### config.mk
export PLATFORM = sky130hd
export DESIGN_NAME = hub_strap_and_port_power_pins
export DESIGN_NICKNAME = d
export VERILOG_FILES = /design/src/verilog/overcurrent_filter.v /design/src/verilog/strap_capture.v /design/src/verilog/hub_strap_and_port_power_pins.v
export VERILOG_INCLUDE_DIRS = /design/src /design/src/verilog
export SDC_FILE = /design/constraint.sdc
export NUM_CORES = 1
export LEC_CHECK = 0
export ABC_AREA = 1
export BUFFER_PORTS_ARGS = -buffer_cell sky130_fd_sc_hd__buf_4
export CORE_UTILIZATION = 55
export CTS_BUF_LIST = sky130_fd_sc_hd__clkbuf_8
export CTS_CLUSTER_DIAMETER = 150
export DETAILED_ROUTE_END_ITERATION = 12
export PLACE_DENSITY = 0.9
export SLEW_MARGIN = 25
export SYNTH_ARGS = -nofsm -noshare
export SYNTH_HDL_FRONTEND = slang
export SYNTH_SLANG_ARGS = --single-unit
### constraint.sdc
create_clock -name core_clk -period 4.7 [get_ports core_clk]
set_input_delay 0.235 -clock core_clk [delete_from_list [all_inputs] [get_ports core_clk]]
set_output_delay 0.235 -clock core_clk [all_outputs]
set_load 0.01 [all_outputs]
### src/verilog/hub_strap_map.vh
// Register offsets, field positions, reset values and timing counts of the strap and port power block
`ifndef HUB_STRAP_MAP_VH
`define HUB_STRAP_MAP_VH

`define HUB_NPORTS        4
`define PORT_FIELD_W      4
`define CLK_MHZ           250
`define RST_MIN_NS        1000
`define RST_MIN_CYC       ((`RST_MIN_NS * `CLK_MHZ + 999) / 1000)
`define OC_FILTER_NS      1000
`define OC_FILTER_CYC     ((`OC_FILTER_NS * `CLK_MHZ + 999) / 1000)
`define CNT_W             10

`define WB_AW             6
`define REG_CTRL          6'h00
`define REG_STRAP         6'h04
`define REG_PORT          6'h08
`define REG_IRQ_STAT      6'h0c
`define REG_IRQ_MASK      6'h10

`define CTRL_PWR_LSB      0
`define CTRL_OC_AUTO_BIT  8
`define CTRL_PWR_RESET    4'h0
`define CTRL_OC_AUTO_RST  1'b1

`define ST_DIS_LSB        0
`define ST_CHG_LSB        4
`define ST_CODE_LSB       8
`define ST_SEL_LSB        10
`define ST_COMPOUND_BIT   12
`define ST_VALID_BIT      13

`define PT_PWR_LSB        0
`define PT_OC_LSB         4
`define PT_TRIP_LSB       8
`define PT_FIXED_LSB      12
`define PT_EXT_LSB        16

`define IRQ_W             6
`define IRQ_OC_LSB        0
`define IRQ_LATCH_BIT     4
`define IRQ_SHORT_BIT     5
`define IRQ_MASK_RESET    6'h00

`endif

### src/verilog/overcurrent_filter.v
// Per-port qualifier of the active-low over-current sense inputs
`timescale 1ns/1ps
`default_nettype none
`include "hub_strap_map.vh"

module overcurrent_filter #(
    parameter                  NPORTS     = `HUB_NPORTS,
    parameter [`CNT_W-1:0]     FILTER_CYC = `OC_FILTER_CYC
) (
    input  wire                core_clk,
    input  wire                rst,
    input  wire                clr,
    input  wire [NPORTS-1:0]   overcurrent_sense_n,
    output wire [NPORTS-1:0]   oc_level,
    output wire [NPORTS-1:0]   oc_rise
);

    genvar g;
    generate
        for (g = 0; g < NPORTS; g = g + 1)
        begin : port_filter
            reg [`CNT_W-1:0] cnt_r;
            reg              lvl_r;
            reg              rise_r;
            wire             hit = (cnt_r == FILTER_CYC - 1'b1);

            always @(posedge core_clk or posedge rst)
            begin
                if (rst)
                begin
                    cnt_r  <= {`CNT_W{1'b0}};
                    lvl_r  <= 1'b0;
                    rise_r <= 1'b0;
                end
                else if (clr)
                begin
                    cnt_r  <= {`CNT_W{1'b0}};
                    lvl_r  <= 1'b0;
                    rise_r <= 1'b0;
                end
                else if (!overcurrent_sense_n[g]) // [RULE_06] [RULE_07]
                begin
                    if (!lvl_r)
                        cnt_r <= cnt_r + 1'b1;
                    lvl_r  <= lvl_r | hit;
                    rise_r <= hit & ~lvl_r;
                end
                else
                begin
                    cnt_r  <= {`CNT_W{1'b0}};
                    lvl_r  <= 1'b0;
                    rise_r <= 1'b0;
                end
            end

            assign oc_level[g] = lvl_r;
            assign oc_rise[g]  = rise_r;
        end
    endgenerate

endmodule

`default_nettype wire

### src/verilog/strap_capture.v
// Samples the strap pins once, on release of the active-low hub reset
`timescale 1ns/1ps
`default_nettype none
`include "hub_strap_map.vh"

module strap_capture #(
    parameter                  NPORTS  = `HUB_NPORTS,
    parameter [`CNT_W-1:0]     MIN_CYC = `RST_MIN_CYC
) (
    input  wire                core_clk,
    input  wire                rst,
    input  wire                hub_reset_n,
    input  wire                strap_enable,
    input  wire [NPORTS-1:0]   port_disable_strap_plus,
    input  wire [NPORTS-1:0]   port_disable_strap_minus,
    input  wire [NPORTS-1:0]   charge_support_strap,
    input  wire                fixed_port_code_bit0,
    input  wire                fixed_port_code_bit1,
    input  wire                config_method_sel_0,
    input  wire                config_method_sel_1,
    output reg  [NPORTS-1:0]   port_disabled,
    output reg  [NPORTS-1:0]   charge_enabled,
    output reg  [1:0]          fixed_port_code,
    output reg  [1:0]          config_method_sel,
    output reg                 straps_valid,
    output reg                 release_pulse,
    output reg                 short_reset_pulse
);

    reg  [`CNT_W-1:0] low_cnt_r;
    reg               prev_r;
    wire              release_now = hub_reset_n & ~prev_r;

    always @(posedge core_clk or posedge rst)
    begin
        if (rst)
        begin
            prev_r            <= 1'b0;
            low_cnt_r         <= {`CNT_W{1'b0}};
            port_disabled     <= {NPORTS{1'b0}};
            charge_enabled    <= {NPORTS{1'b0}};
            fixed_port_code   <= 2'h0;
            config_method_sel <= 2'h0;
            straps_valid      <= 1'b0;
            release_pulse     <= 1'b0;
            short_reset_pulse <= 1'b0;
        end
        else
        begin
            prev_r            <= hub_reset_n;
            release_pulse     <= release_now;
            short_reset_pulse <= release_now & (low_cnt_r != {`CNT_W{1'b0}}) & (low_cnt_r < MIN_CYC); // [RULE_12]
            if (!hub_reset_n)
            begin
                straps_valid <= 1'b0;
                if (low_cnt_r < MIN_CYC)
                    low_cnt_r <= low_cnt_r + 1'b1;
            end
            else if (release_now) // [RULE_15]
            begin
                low_cnt_r         <= {`CNT_W{1'b0}};
                straps_valid      <= 1'b1;
                config_method_sel <= {config_method_sel_1, config_method_sel_0}; // [RULE_13] [RULE_14]
                if (strap_enable) // [RULE_11]
                begin
                    port_disabled   <= port_disable_strap_plus & port_disable_strap_minus; // [RULE_01] [RULE_02]
                    charge_enabled  <= charge_support_strap; // [RULE_03]
                    fixed_port_code <= {fixed_port_code_bit1, fixed_port_code_bit0}; // [RULE_08]
                end
                else
                begin
                    port_disabled   <= {NPORTS{1'b0}};
                    charge_enabled  <= {NPORTS{1'b0}};
                    fixed_port_code <= 2'h0;
                end
            end
        end
    end

endmodule

`default_nettype wire

### src/verilog/hub_strap_and_port_power_pins.v
// Strap latching, port power and over-current handling with a Wishbone register file
`timescale 1ns/1ps
`default_nettype none
`include "hub_strap_map.vh"

// Summary of operation
// RULE_01 - At reset release, sample each port's disable straps when sampling is enabled.
// RULE_02 - A port is disabled only when both its plus and minus straps read high.
// RULE_03 - Latch one charge strap per port; 1 enables charging support, 0 disables it.
// RULE_04 - Ports with charging support are run with an external power controller.
// RULE_05 - Drive one power enable output per downstream port.
// RULE_06 - Each port has an over-current sense input that flags over-current on it.
// RULE_07 - Names ending in _n are asserted low and negated high.
// RULE_08 - At reset release sample the two fixed-port straps together as one code.
// RULE_09 - Code 00 none, 01 port one, 10 ports one-two, 11 ports one-three if present.
// RULE_10 - Any fixed port makes the hub report itself as a compound device.
// RULE_11 - Port disable, charge and fixed-port straps are sampled only when enabled.
// RULE_12 - A low hub reset resets the whole block; it must stay low at least 1 us. Here the latched strap values and config_method hold until the next release.
// RULE_13 - Latch the first config select strap on the reset rising edge.
// RULE_14 - Latch the second config select strap on the same edge; both pick the method.
// RULE_15 - Latched straps stay constant from reset release until reset is asserted again.
module hub_strap_and_port_power_pins #(
    parameter                  NPORTS        = `HUB_NPORTS,
    parameter [`CNT_W-1:0]     RST_MIN_CYC   = `RST_MIN_CYC,
    parameter [`CNT_W-1:0]     OC_FILTER_CYC = `OC_FILTER_CYC
) (
    input  wire                core_clk,
    input  wire                rst,
    input  wire                wb_cyc_i,
    input  wire                wb_stb_i,
    input  wire                wb_we_i,
    input  wire [`WB_AW-1:0]   wb_adr_i,
    input  wire [3:0]          wb_sel_i,
    input  wire [31:0]         wb_dat_i,
    output wire [31:0]         wb_dat_o,
    output wire                wb_ack_o,
    output wire                irq,
    input  wire                hub_reset_n,
    input  wire                strap_enable,
    input  wire [NPORTS-1:0]   port_disable_strap_plus,
    input  wire [NPORTS-1:0]   port_disable_strap_minus,
    input  wire [NPORTS-1:0]   charge_support_strap,
    input  wire                fixed_port_code_bit0,
    input  wire                fixed_port_code_bit1,
    input  wire                config_method_sel_0,
    input  wire                config_method_sel_1,
    input  wire [NPORTS-1:0]   overcurrent_sense_n,
    output wire [NPORTS-1:0]   port_power_enable,
    output wire [NPORTS-1:0]   port_ext_power_ctrl,
    output wire [1:0]          config_method,
    output wire                compound_device,
    output wire [NPORTS-1:0]   fixed_port_mask
);

    localparam FW = `PORT_FIELD_W;

    // Ports that follow each fixed-port code
    function [FW-1:0] fixed_decode;
        input [1:0] code;
        begin
            case (code)
                2'h0:    fixed_decode = 4'h0;
                2'h1:    fixed_decode = 4'h1;
                2'h2:    fixed_decode = 4'h3;
                2'h3:    fixed_decode = 4'h7;
                default: fixed_decode = 4'h0;
            endcase
        end
    endfunction

    wire                dev_clr = ~hub_reset_n; // [RULE_07] [RULE_12]

    wire [NPORTS-1:0]   dis_w;
    wire [NPORTS-1:0]   chg_w;
    wire [1:0]          code_w;
    wire [1:0]          sel_w;
    wire                valid_w;
    wire                release_w;
    wire                short_w;
    wire [NPORTS-1:0]   oc_lvl_w;
    wire [NPORTS-1:0]   oc_rise_w;

    strap_capture #(
        .NPORTS            (NPORTS),
        .MIN_CYC           (RST_MIN_CYC)
    ) u_strap (
        .core_clk                 (core_clk),
        .rst                      (rst),
        .hub_reset_n              (hub_reset_n),
        .strap_enable             (strap_enable),
        .port_disable_strap_plus  (port_disable_strap_plus),
        .port_disable_strap_minus (port_disable_strap_minus),
        .charge_support_strap     (charge_support_strap),
        .fixed_port_code_bit0     (fixed_port_code_bit0),
        .fixed_port_code_bit1     (fixed_port_code_bit1),
        .config_method_sel_0      (config_method_sel_0),
        .config_method_sel_1      (config_method_sel_1),
        .port_disabled            (dis_w),
        .charge_enabled           (chg_w),
        .fixed_port_code          (code_w),
        .config_method_sel        (sel_w),
        .straps_valid             (valid_w),
        .release_pulse            (release_w),
        .short_reset_pulse        (short_w)
    );

    overcurrent_filter #(
        .NPORTS            (NPORTS),
        .FILTER_CYC        (OC_FILTER_CYC)
    ) u_ocf (
        .core_clk            (core_clk),
        .rst                 (rst),
        .clr                 (dev_clr),
        .overcurrent_sense_n (overcurrent_sense_n),
        .oc_level            (oc_lvl_w),
        .oc_rise             (oc_rise_w)
    );

    // Port vectors widened to the fixed register field width
    reg  [FW-1:0]       dis4;
    reg  [FW-1:0]       chg4;
    reg  [FW-1:0]       oc4;
    reg  [FW-1:0]       ocr4;
    reg  [FW-1:0]       present4;
    integer             i;

    always @*
    begin
        dis4     = {FW{1'b0}};
        chg4     = {FW{1'b0}};
        oc4      = {FW{1'b0}};
        ocr4     = {FW{1'b0}};
        present4 = {FW{1'b0}};
        for (i = 0; i < NPORTS; i = i + 1)
        begin
            dis4[i]     = dis_w[i];
            chg4[i]     = chg_w[i];
            oc4[i]      = oc_lvl_w[i];
            ocr4[i]     = oc_rise_w[i];
            present4[i] = 1'b1;
        end
    end

    reg  [FW-1:0]       pwr_req_r;
    reg                 oc_auto_r;
    reg  [FW-1:0]       trip_r;
    reg  [FW-1:0]       trip_nxt;
    reg  [FW-1:0]       pwr_r;
    reg  [FW-1:0]       pwr_nxt;
    reg  [FW-1:0]       ext_r;
    reg  [FW-1:0]       fixed_r;
    reg                 compound_r;
    reg  [`IRQ_W-1:0]   irq_stat_r;
    reg  [`IRQ_W-1:0]   irq_stat_nxt;
    reg  [`IRQ_W-1:0]   irq_mask_r;
    reg                 irq_r;
    reg                 ack_r;
    reg  [31:0]         dat_r;
    reg  [31:0]         rd_mux;

    wire                req      = wb_cyc_i & wb_stb_i;
    wire                commit   = req & ack_r;
    wire                wr_ctrl  = commit & wb_we_i & (wb_adr_i == `REG_CTRL);
    wire                wr_port  = commit & wb_we_i & (wb_adr_i == `REG_PORT);
    wire                wr_mask  = commit & wb_we_i & (wb_adr_i == `REG_IRQ_MASK);
    wire                rd_irq   = commit & ~wb_we_i & (wb_adr_i == `REG_IRQ_STAT);
    wire [FW-1:0]       fixed4   = fixed_decode(code_w) & present4; // [RULE_09]

    // Read data, captured when ack rises
    always @*
    begin
        rd_mux = 32'h0000_0000;
        case (wb_adr_i)
            `REG_CTRL:
            begin
                rd_mux[`CTRL_PWR_LSB +: FW]   = pwr_req_r;
                rd_mux[`CTRL_OC_AUTO_BIT]     = oc_auto_r;
            end
            `REG_STRAP:
            begin
                rd_mux[`ST_DIS_LSB +: FW]     = dis4;
                rd_mux[`ST_CHG_LSB +: FW]     = chg4;
                rd_mux[`ST_CODE_LSB +: 2]     = code_w;
                rd_mux[`ST_SEL_LSB +: 2]      = sel_w;
                rd_mux[`ST_COMPOUND_BIT]      = compound_r;
                rd_mux[`ST_VALID_BIT]         = valid_w;
            end
            `REG_PORT:
            begin
                rd_mux[`PT_PWR_LSB +: FW]     = pwr_r;
                rd_mux[`PT_OC_LSB +: FW]      = oc4;
                rd_mux[`PT_TRIP_LSB +: FW]    = trip_r;
                rd_mux[`PT_FIXED_LSB +: FW]   = fixed_r;
                rd_mux[`PT_EXT_LSB +: FW]     = ext_r;
            end
            `REG_IRQ_STAT:
                rd_mux[`IRQ_W-1:0]            = irq_stat_r;
            `REG_IRQ_MASK:
                rd_mux[`IRQ_W-1:0]            = irq_mask_r;
            default:
                rd_mux = 32'h0000_0000;
        endcase
    end

    // Trip flags and event status: a set always beats a clear
    always @*
    begin
        trip_nxt = trip_r;
        if (wr_port & wb_sel_i[1])
            trip_nxt = trip_nxt & ~wb_dat_i[`PT_TRIP_LSB +: FW];
        trip_nxt = trip_nxt | ocr4; // [RULE_06]

        irq_stat_nxt = irq_stat_r;
        if (rd_irq)
            irq_stat_nxt = irq_stat_nxt & ~dat_r[`IRQ_W-1:0];
        irq_stat_nxt[`IRQ_OC_LSB +: FW] = irq_stat_nxt[`IRQ_OC_LSB +: FW] | ocr4;
        irq_stat_nxt[`IRQ_LATCH_BIT]    = irq_stat_nxt[`IRQ_LATCH_BIT] | release_w;
        irq_stat_nxt[`IRQ_SHORT_BIT]    = irq_stat_nxt[`IRQ_SHORT_BIT] | short_w;
    end

    // Power stays off for disabled ports and while reset holds the straps unknown
    always @*
    begin
        pwr_nxt = (pwr_req_r | chg4) & ~dis4 & present4 & {FW{valid_w}}; // [RULE_05] [RULE_04]
        if (oc_auto_r)
            pwr_nxt = pwr_nxt & ~trip_nxt; // [RULE_06]
    end

    always @(posedge core_clk or posedge rst)
    begin
        if (rst)
        begin
            ack_r <= 1'b0;
            dat_r <= 32'h0000_0000;
        end
        else
        begin
            ack_r <= req & ~ack_r;
            if (req & ~ack_r)
                dat_r <= rd_mux;
        end
    end

    always @(posedge core_clk or posedge rst)
    begin
        if (rst)
        begin
            pwr_req_r  <= `CTRL_PWR_RESET;
            oc_auto_r  <= `CTRL_OC_AUTO_RST;
            trip_r     <= {FW{1'b0}};
            pwr_r      <= {FW{1'b0}};
            ext_r      <= {FW{1'b0}};
            fixed_r    <= {FW{1'b0}};
            compound_r <= 1'b0;
            irq_stat_r <= {`IRQ_W{1'b0}};
            irq_mask_r <= `IRQ_MASK_RESET;
            irq_r      <= 1'b0;
        end
        else if (dev_clr) // [RULE_12]
        begin
            pwr_req_r  <= `CTRL_PWR_RESET;
            oc_auto_r  <= `CTRL_OC_AUTO_RST;
            trip_r     <= {FW{1'b0}};
            pwr_r      <= {FW{1'b0}};
            ext_r      <= {FW{1'b0}};
            fixed_r    <= {FW{1'b0}};
            compound_r <= 1'b0;
            irq_stat_r <= {`IRQ_W{1'b0}};
            irq_mask_r <= `IRQ_MASK_RESET;
            irq_r      <= 1'b0;
        end
        else
        begin
            if (wr_ctrl & wb_sel_i[0])
                pwr_req_r <= wb_dat_i[`CTRL_PWR_LSB +: FW];
            if (wr_ctrl & wb_sel_i[1])
                oc_auto_r <= wb_dat_i[`CTRL_OC_AUTO_BIT];
            if (wr_mask & wb_sel_i[0])
                irq_mask_r <= wb_dat_i[`IRQ_W-1:0];
            trip_r     <= trip_nxt;
            pwr_r      <= pwr_nxt;
            ext_r      <= chg4 & ~dis4; // [RULE_04]
            fixed_r    <= fixed4;
            compound_r <= |fixed4; // [RULE_10]
            irq_stat_r <= irq_stat_nxt;
            irq_r      <= |(irq_stat_r & irq_mask_r);
        end
    end

    assign wb_dat_o            = dat_r;
    assign wb_ack_o            = ack_r;
    assign irq                 = irq_r;
    assign port_power_enable   = pwr_r[NPORTS-1:0]; // [RULE_05]
    assign port_ext_power_ctrl = ext_r[NPORTS-1:0];
    assign config_method       = sel_w; // [RULE_13] [RULE_14]
    assign compound_device     = compound_r;
    assign fixed_port_mask     = fixed_r[NPORTS-1:0];

endmodule

`default_nettype wire

==> out/qor.yml <==
run_status:
  status: "completed"
synth:
  ys_seq_elements: 127
  yosysSeqAreaShare_pct: 52.0
  muxShareOfSynthArea_pct: 0.164
  yosysTopAreaCellShare_pct: 51.5
  synth_area_per_cell_sq_um: 8.32
  synth_top_area_cell: "dfrtp_1"
  synthSimpleGateAreaFrac_pct: 25.4
  yosys_warnings: 0
  ys.flop_type: "dfrtp_1"
  synth_edf_count: 0
  synth_cell_types: 40
  yosys-top-cells-area: "dfrtp_1 52%, nand2_1 10%, inv_1 5.1%"
  synth_area_sq_um: 6120
  synth-xor-area-share_pct: 0.716
  netlist_instances: 735
  synth-async-reset-ratio_pct: 100
  synth_top_family_by_area: "simple AND/OR/NAND/NOR gates"
  synth_compound_area_share_pct: 10.8
  synth_fa_ha_area_share_pct: 2.04
detailed_routing:
  drc: 0
  met3WireLength_mm: 1.16
  wl_met2_mm: 6.64
  vias_per_cell: 5.52
  firstDrtPassIters: 5
  avgRoutedWirePerCell_microns: 14.9
  wl_met1_mm: 6.23
  vias: 5366
  drtAntennaViolNets: 0
  top_layer_used: "met4"
  drt-initial-drc-count: 560
  routed_wl_mm: 14.4
power_and_ir_drop:
  p_leak_nw: 3.53
  ir_drop_v: 0.000176
  power_mw: 2.35
  powerDensity_nw_per_um2: 327
timing:
  final.min_clock_period_ps: 1590
  relSlewSlack_pct: 44.6
  setup_violations: 0
  finalCritPeriodShare_pct: 33.9
  drv_slew: 0
  hold_viol_final: 0
  worst_slew_pin_slew_ps: 830
  tns_ps: 0
  fmax_mhz: 628
  fin_skew_ps: 7.40
  rsz0062_at_grt: "false"
cells_and_area:
  area_growth_pct: 17.5
  fillCellCount: 804
  final_layout_size_suffix_gt1_share_pct: 16.3
  num_antenna_cells: 0
  multi_input_area_sq_um: 2450
  seqCellArea_sq_um: 3180
  layout.nets: 898
  finalNonFillerCells: 972
floorplanning:
  initial_core_util_pct: 56.4
  chipWidth_microns: 107
  fp.dieArea_sq_um: 11500
  core_area_sq_um: 10800
  rows: 38
  die_y_microns: 107
  ios: 118
worst_setup_path:
  arrival_ps: 1900
  crit_path_end_kind: "register"
  crit_type: "reg -> reg"
  cp_max_fo: 6
  required_ps: 5010
  crit_path_start_kind: "register"
clock_network:
  cts_resized: 0
  cts_tree: "built"
  cts_setup_buffers: 0
  clk_pin_slew_ps: 70
  cts-htree-levels: 4
  worstSkewPairLatency_ps: 440
  cts_hold_buf: 2
  cts_num_sinks: 127
  clock_path_buffers: 2
  cts_buffers: 17
  clockRootBuffer: "clkbuf_8"
global_route:
  antenna_found_initial: 0
  grt_usage_pct: 26.7
  grt_pass1_wl_mm: 23.5
  grt_pass1_vias: 4996
  grt_max_degree: 91
  gr-total-overflow: 0
job:
  drv_cap: 0
placed_design:
  dp.cells: 938
  gp_congestion: 0.860
  port_buffers: 79
  hpwl_mm: 9.69
worst_hold_path:
  hold_class: "in -> reg"
-- per-layer routing --
metal	track usage (%)	vias up
met5	0	-
met4	11.2	0
met3	7.08	45
met2	41.7	266
met1	35.3	2519
li1	-	2536
-- final timing paths --
kind | start | to | slack, ps | cells after the start
max | wb_ack_o$_DFF_PP0_ | irq_stat_r[4]$_DFF_PP0_ | 3110 | 4
min | config_method_sel_0 | u_strap.config_method_sel[0]$_DFFE_PP0P_ | 10 | 3
max reg2reg | wb_ack_o$_DFF_PP0_ | irq_stat_r[4]$_DFF_PP0_ | 3110 | 4
min reg2reg | u_strap.port_disabled[3]$_DFFE_PP0P_ | port_ext_power_ctrl[3]$_DFF_PP0_ | 460 | 1
max in group asynchronous | rst | wb_ack_o$_DFF_PP0_ | 3200 | 4
min in group asynchronous | rst | u_ocf.port_filter[2].cnt_r[6]$_DFFE_PP0P_ | 520 | 3
-- metrics by stage --
| step | instance area (sq um) | setup slack, ps | hold WS (ps) | utilization [%] |
|---|---|---|---|---|
| 6_report | 7190 | 3110 | 12.4 | 66.3 |
| 4_1_cts | 7190 | 3130 | 8.82 | 66.3 |
| 2_1_floorplan | 6170 | 1080 | 266 | - |
| 5_1_grt | 7190 | 2970 | 11.9 | 66.3 |
| 3_3_place_gp | 6760 | 2850 | 422 | 62.3 |
| 3_5_place_dp | 6760 | 2820 | 435 | 62.4 |
-- placed cells by master, fill, tap and decap left out, types with 6 or more instances in the layout --
cell type / synthesis / layout
clkbuf_8: 0 / 23
buf_4: 17 / 81
o21ai_1: 6 / 6
nor2_1: 60 / 60
ha_1: 10 / 10
nand3_1: 60 / 60
nor2_4: 6 / 6
a21oi_1: 43 / 43
conb_1: 1 / 14
nand2_1: 168 / 168
o22ai_1: 8 / 8
o21ai_0: 53 / 53
inv_2: 7 / 7
dfrtp_1: 126 / 126
nand4_1: 13 / 13
inv_1: 83 / 86
nor3_1: 19 / 19
-- synthesized netlist by cell type (7+ instances only) --
master,count
nand2_1,168
dfrtp_1,126
inv_1,83
nand3_1,60
nor2_1,60
o21ai_0,53
a21oi_1,43
nor3_1,19
buf_4,17
nand4_1,13
ha_1,10
o22ai_1,8
inv_2,7
-- sequential cells by signal, summed over array words and instances, names as in the netlist, 2 cells and up --
| name | cells |
|---|---|
| u_ocf.port_filter.cnt_r | 40 |
| u_strap.port_disabled | 4 |
| u_ocf.port_filter.lvl_r | 4 |
| u_strap.fixed_port_code | 2 |
| irq_mask_r | 6 |
| u_strap.low_cnt_r | 10 |
| u_ocf.port_filter.rise_r | 4 |
| irq_stat_r | 6 |
| pwr_req_r | 4 |
| port_power_enable | 4 |
| port_ext_power_ctrl | 4 |
| u_strap.charge_enabled | 4 |
| fixed_port_mask | 2 |
| wb_dat_o | 19 |
| trip_r | 4 |
| u_strap.config_method_sel | 2 |
-- layout make-up --
cell class | count | share of cell area (%)
clock buffers | 23 | 4.40
clock inverters | 9 | 1.25
inverters | 91 | 4.89
multi-input cells | 499 | 34.0
flip-flops and latches | 127 | 44.2
well taps | 140 | 2.44
repair buffers | 83 | 8.74
-- kinds of logic (layout without fill, tap and decap cells) --
family | Yosys count | count (layout)
adder cells (fa/ha/maj) | 10 | 10
AND/OR/NAND/NOR | 346 | 346
XOR/XNOR | 5 | 5
buffers and inverters | 122 | 206
multiplexers | 1 | 1
other | 1 | 14
flip-flops | 127 | 127
AO/OA/AOI/OAI | 123 | 123
-- report_power, final --
| part | internal (mW) | leakage, nW | switching (mW) |
|---|---|---|---|
| Sequential | 1.13 | 1.73 | 0.0386 |
| Clock | 0.546 | 0.227 | 0.410 |
| Combinational | 0.0856 | 1.58 | 0.136 |
| Total | 1.77 | 3.53 | 0.584 |
-- critical path, cell delays in order, from the launching register on --
cell and delay [ps]:
dfrtp_1 370, nor3b_1 700, nand3_1 130, a21oi_1 200, nor2_1 60
No activity file was read; power rests on OpenSTA's default activity.
